### config.mk
export PLATFORM = sky130hd
export DESIGN_NAME = extra_irq_select
export DESIGN_NICKNAME = d
export VERILOG_FILES = /design/src/hdl/irq_sel_pkg.sv /design/src/hdl/pin_pair_mux.sv /design/src/hdl/extra_irq_select.sv
export VERILOG_INCLUDE_DIRS = /design/src /design/src/hdl
export SDC_FILE = /design/constraint.sdc
export NUM_CORES = 1
export LEC_CHECK = 0
export BUFFER_PORTS_ARGS = -buffer_cell sky130_fd_sc_hd__clkbuf_2
export CORE_ASPECT_RATIO = 1.4
export CORE_MARGIN = 3
export CORE_UTILIZATION = 57
export DETAILED_ROUTE_END_ITERATION = 6
export GPL_TIMING_DRIVEN = 0
export PLACE_DENSITY = 0.89
export SLEW_MARGIN = 10
export SYNTH_ARGS = -nofsm -noshare
export SYNTH_HDL_FRONTEND = slang
export SYNTH_SLANG_ARGS = --single-unit
### constraint.sdc
create_clock -name clk -period 9.3 [get_ports clk]
set_input_delay 0.465 -clock clk [delete_from_list [all_inputs] [get_ports clk]]
set_output_delay 0.465 -clock clk [all_outputs]
set_load 0.02 [all_outputs]
### src/hdl/irq_sel_defs.svh
`ifndef IRQ_SEL_DEFS_SVH
`define IRQ_SEL_DEFS_SVH

// ----------------------------------------
// Register map
// ----------------------------------------
`define SEL_ADDR_W 8
`define SEL_OFFSET 8'ha8
`define SEL_RESET 32'h0000_0000
`define SEL_LINES 25
`define SEL_FIRST_LINE 34
`define SEL_BIT_LO 0
`define SEL_BIT_HI 24

`endif

### src/hdl/irq_sel_pkg.sv
package irq_sel_pkg;
    typedef logic [31:0] word_type;
endpackage : irq_sel_pkg

### src/hdl/pin_pair_mux.sv
`timescale 1ns/1ps
module pin_pair_mux (
    input wire logic odd_pin,
    input wire logic even_pin,
    input wire logic sel,
    output logic y
);
    // Select 0 takes the odd pin of the pair
    assign y = sel ? even_pin : odd_pin;
endmodule : pin_pair_mux

### src/hdl/extra_irq_select.sv
// Contract
// - Select bit n routes extra line 34+n from pin 2n+1 when 0 and from pin 2n when 1.
// - Bit 24 picks line 58 from pin 49 when 0 and from pin 48 when 1.
// - Bit 0 picks line 34 from pin 1 when 0 and from pin 0 when 1.
// - All 25 select bits reset to 0, selecting the odd pin of each pair.
// - The select register sits at offset 0xa8, is read/write and reads back bits 24:0 of what was written; bits 31:25 read as zero.
`timescale 1ns/1ps
`include "irq_sel_defs.svh"
module extra_irq_select
    import irq_sel_pkg::*;
#(
    parameter int LINES = `SEL_LINES
) (
    input wire logic clk,
    input wire logic rstn,
    input wire logic clk_en,
    input wire logic [`SEL_ADDR_W-1:0] addr,
    input wire logic [31:0] wdata,
    input wire logic wr,
    input wire logic rd,
    output logic [31:0] rdata,
    input wire logic [2*LINES-1:0] gpio_in,
    output logic [LINES-1:0] extra_irq
);
    initial begin
        if (LINES < 1 || LINES > 32) begin
            $error("LINES must be 1..32");
        end
    end

    // ----------------------------------------
    // Reset release
    // ----------------------------------------
    logic rst_s1_q;
    logic rst_n_q;
    always_ff @(posedge clk or negedge rstn) begin
        if (!rstn) begin
            rst_s1_q <= 1'b0;
            rst_n_q <= 1'b0;
        end else begin
            rst_s1_q <= 1'b1;
            rst_n_q <= rst_s1_q;
        end
    end

    // ----------------------------------------
    // Pin synchronisers
    // ----------------------------------------
    // Three stages; a change counts once stages two and three agree
    logic [2*LINES-1:0] s1_q;
    logic [2*LINES-1:0] s2_q;
    logic [2*LINES-1:0] s3_q;
    logic [2*LINES-1:0] pin_q;
    always_ff @(posedge clk or negedge rst_n_q) begin
        if (!rst_n_q) begin
            s1_q <= '0;
            s2_q <= '0;
            s3_q <= '0;
            pin_q <= '0;
        end else if (clk_en) begin
            s1_q <= gpio_in;
            s2_q <= s1_q;
            s3_q <= s2_q;
            pin_q <= (s2_q & s3_q) | (pin_q & (s2_q | s3_q));
        end
    end

    // ----------------------------------------
    // Select register
    // ----------------------------------------
    logic [LINES-1:0] sel_q;
    logic hit;
    assign hit = (addr == `SEL_OFFSET);
    always_ff @(posedge clk or negedge rst_n_q) begin
        if (!rst_n_q) begin
            sel_q <= LINES'(`SEL_RESET);
        end else if (clk_en && wr && hit) begin
            sel_q <= wdata[LINES-1:0];
        end
    end

    // Upper bits read as zero; unmapped offsets read zero
    always_ff @(posedge clk or negedge rst_n_q) begin
        if (!rst_n_q) begin
            rdata <= '0;
        end else if (clk_en) begin
            rdata <= (rd && hit) ? 32'(sel_q) : 32'h0000_0000;
        end
    end

    // ----------------------------------------
    // Per-line source muxes
    // ----------------------------------------
    logic [LINES-1:0] mux_y;
    genvar n;
    generate
        for (n = 0; n < LINES; n++) begin : g_line
            pin_pair_mux u_mux (
                .odd_pin(pin_q[2*n+1]),
                .even_pin(pin_q[2*n]),
                .sel(sel_q[n]),
                .y(mux_y[n])
            );
        end
    endgenerate

    // Registered so every output comes from a flip-flop
    always_ff @(posedge clk or negedge rst_n_q) begin
        if (!rst_n_q) begin
            extra_irq <= '0;
        end else if (clk_en) begin
            extra_irq <= mux_y;
        end
    end
endmodule : extra_irq_select

==> results.txt <==
----------------------------------------------------
[Outcome]
  Outcome ... finished, final reports clean

[Power]
  Proportion of power drawn by flip-flops and latches ... 0.522
  Switching power share of the total ... 0.261
  Power per Cell Area ... 228 mW/mm2
  Worst IR Drop VDD ... 0.161 mV
  Part of the total power dissipated in the clock network ... 0.339
  Cell-internal power ... 2.18 mW
  Gate power share ... 0.139
  Sw Pwr ... 0.769 mW
  Leakage power figure ... 5.91 nW

[Clocking]
  Clock tree sinks ... 277
  Number of gates resized after CTS ... 0
  Latest clock arrival within the worst-skew pair ... 0.51 ns
  Buffer depth of the longest clock path ... 3
  Inserted Clock Buffers ... 25
  Number of levels in the clock H-tree ... 1
  Post-CTS Setup Inserts ... 0
  Number of hold buffers added after cts ... 1
  Clock-pin slew on the worst setup and hold paths ... 0.07 ns
  TritonCTS clock tree ... yes
  Buffer type at the clock tree root ... sky130_fd_sc_hd__clkbuf_16

[STA]
  Count of endpoints failing hold in the final timing report ... 0
  Slew Viols, Final ... 0
  Min cycle time layout ... 1.68 ns
  Share of the clock period used by the worst path ... 0.181
  Setup violation total in the final timing report ... 0
  Worst-case headroom to the max-slew limit ... 0.530
  Clk_skew ... 0.00977 ns
  RSZ-0062 raised after global routing ... no
  Maximum clock frequency ... 594 MHz
  Actual transition at the worst max-transition pin ... 0.705 ns

[Critical path]
  Critical path type ... in -> reg
  Sequence of cells on the critical path ... buf_2 > clkbuf_1 > buf_2 > buf_2 > a21oi_1
  Worst Path Max Fanout ... 10
  Longest individual stage delay on the worst path ... 0.48 ns
  Worst reg2reg setup slack ... 7.99 ns
  Nature of the critical path startpoint ... primary input
  Kind of end point of the critical path ... flop
  Max stage delay cell, worst path ... sky130_fd_sc_hd__clkbuf_1
  Data required time of the critical path ... 9.66 ns
  Dominant delay contributor by cell family on the critical path ... buffers and inverters
  Crit-path most repeated cell ... sky130_fd_sc_hd__buf_2
  WP buf/inv ... 4
  Crit path DAT ... 2.05 ns

[Die]
  Area enclosed by the die boundary ... 0.0211 mm2
  Initial core utilization ... 0.586
  Number of primary I/O pins ... 152
  Die Y ... 171 um
  Horizontal extent of the die ... 124 um
  Core Area ... 0.0188 mm2
  Number of cell rows ... 59

[Logic synthesis]
  Cell accounting for the most synthesized area ... sky130_fd_sc_hd__dfrtp_1
  Count of flip-flops with a built-in enable after synthesis ... 0
  Async set or reset register ratio after synthesis ... 1.00
  Ys Warns ... 0
  Dominant cell by count in the synthesized netlist ... sky130_fd_sc_hd__dfrtp_1
  Sequential element share of the synthesized area ... 0.628
  Register bit count reported by yosys ... 277
  Synthesized area per cell ... 12.8 um2
  Biggest area contributors in the synthesized netlist ... sky130_fd_sc_hd__dfrtp_1 (63%), sky130_fd_sc_hd__mux2_2 (16%), sky130_fd_sc_hd__a21oi_1 (5.7%), sky130_fd_sc_hd__nand2b_1 (2.8%), sky130_fd_sc_hd__nor2_1 (2.6%)
  Cell count after synthesis ... 859
  Netlist Area Pre-Place ... 0.0110 mm2
  Top-area cell type share of the netlist area ... 0.628
  Dominant register cell in the synthesized netlist ... sky130_fd_sc_hd__dfrtp_1
  Distinct cells, synth ... 20
  Commonest cells in the synthesized netlist ... sky130_fd_sc_hd__dfrtp_1 (277), sky130_fd_sc_hd__mux2_2 (155), sky130_fd_sc_hd__a21oi_1 (125)

[Route]
  Starting DRC count in detailed routing ... 437
  Detail-routed via count per cell ... 5.58
  Count of unresolved DRC violations after routing ... 0
  Total routed wirelength ... 24000 um
  Number of vias after detailed routing ... 7212
  Drt pass-1 iters ... 4
  DRT antenna net count ... 0
  Routed wire length per instance ... 18.6 um

[Placed design]
  Cell area reported after detailed placement ... 0.0122 mm2
  I/O Buffers ... 136
  Gp weighted congestion ... 0.781
  Detailed-placement wirelength estimate ... 16600 um

[Job]
  Max cap viols ... 0

[Global routing]
  Number of global-route vias before repair ... 7833
  Maximum number of pins on one net before global-route repair ... 68
  Initial antenna violation count ... 0
  Congestion Overflow GR ... 0
  Wire length of the first global-routing pass ... 38900 um
  GR Util All Layers ... 0.234

[Finish]
  Final std cell area, no fill ... 0.0129 mm2
  Number of nets in the layout ... 1128
  Synthesis-to-finish area growth ... 17.4%
  N_diodes ... 0
  Share of the core filled with cells ... 0.688
  Ratio of cells with drive above 1 in the final layout ... 0.348

[Hold path]
  Worst min-delay path category ... in -> reg

----------------------------------------------------
-- cells by family after synthesis --
family / count (synthesis) / synth area share
mux: 200 / 0.201
buf+inv: 76 / 0.0328
simple gates: 154 / 0.0661
compound gates: 150 / 0.0709
other cells: 2 / 0.000681
flops: 277 / 0.628
-- final timing paths --
check	cells past startpoint	endpoint	from
setup / recovery	5	extra_irq[13]	clk_en
hold / removal	2	sel_q[8]	wdata[8]
setup reg to reg	2	pin_q[24]	rst_n_q
hold reg to reg	0	s1_q[1]	rst_n_q
max in group asynchronous	2	pin_q[24]	rst_n_q
min in group asynchronous	2	rst_n_q	rstn
-- state kept, by name, indices dropped and copies added (netlist names) --
name	count
rst_s1_q	1
rdata	25
pin_q	50
s1_q	50
sel_q	25
extra_irq	25
s3_q	50
s2_q	50
rst_n_q	1
-- per-layer routing --
layer  vias to the layer above  share of wire  track usage
met5                         -              0            0
met3                        68          0.051       0.0331
li1                       3284              -            -
met1                      3644           0.39        0.285
met2                       216           0.52        0.409
met4                         0          0.041        0.105
-- worst register-to-register path: stages, from the launching register on --
cell and delay, ns:
sky130_fd_sc_hd__dfrtp_4 0.72, sky130_fd_sc_hd__buf_16 0.36, sky130_fd_sc_hd__buf_16 0.36
-- through the flow --
step / hold WS [ns] / setup TNS (ns) / power, mW / worst slack, ns / cells
after global placement: 0.251 / -434.88 / 1.92 / -1.61 / 1245
final: 0.173 / 0 / 2.95 / 7.62 / 1292
after global routing: 0.167 / 0 / 3.08 / 7.55 / 1292
after CTS: 0.157 / 0 / 2.97 / 7.64 / 1292
after floorplan: 0.169 / 0 / 1.81 / 1.01 / 865
after detailed placement: 0.252 / 0 / 1.96 / 7.11 / 1249
-- power groups by stage --
stage | sequential (mW) | combinational (mW) | clock [mW]
floorplan | 1.55 | 0.260 | 0
global placement | 1.56 | 0.358 | 0
detailed placement | 1.55 | 0.410 | 0
CTS | 1.54 | 0.415 | 1.02
global route | 1.56 | 0.457 | 1.07
finish | 1.54 | 0.410 | 0.998
-- final cells by class --
cell class / instances / area (um2)
sequential: 277 / 6940
fill: 1277 / 5870
multi-input combinational: 512 / 3760
timing repair buffer: 141 / 801
clock buffer: 38 / 714
tap: 244 / 305
buffer: 51 / 268
inverter: 25 / 93.8
clock inverter: 4 / 70.1
-- layout by cell type, fill, tap and decap left out, types with 2 or more instances in the layout --
master                      netlist  final
sky130_fd_sc_hd__buf_2           25     25
sky130_fd_sc_hd__dfrtp_1        277    276
sky130_fd_sc_hd__conb_1           2      8
sky130_fd_sc_hd__clkbuf_16        0     25
sky130_fd_sc_hd__buf_6            2      2
sky130_fd_sc_hd__buf_16           0      4
sky130_fd_sc_hd__buf_4            8      8
sky130_fd_sc_hd__buf_1            7      7
sky130_fd_sc_hd__bufinv_16        0      2
sky130_fd_sc_hd__mux2i_1         25     25
sky130_fd_sc_hd__nand2b_1        50     50
sky130_fd_sc_hd__clkinv_2         0      2
sky130_fd_sc_hd__clkbuf_2         0    136
sky130_fd_sc_hd__o22ai_1         25     25
sky130_fd_sc_hd__clkbuf_1         9     18
sky130_fd_sc_hd__a21oi_1        125    125
sky130_fd_sc_hd__nand2_1         25     25
sky130_fd_sc_hd__clkbuf_8         0      4
sky130_fd_sc_hd__inv_1           25     25
sky130_fd_sc_hd__mux2_1          20     20
sky130_fd_sc_hd__mux2_2         155    155
sky130_fd_sc_hd__nor2_1          75     75
No activity file was read; power rests on OpenSTA's default activity.
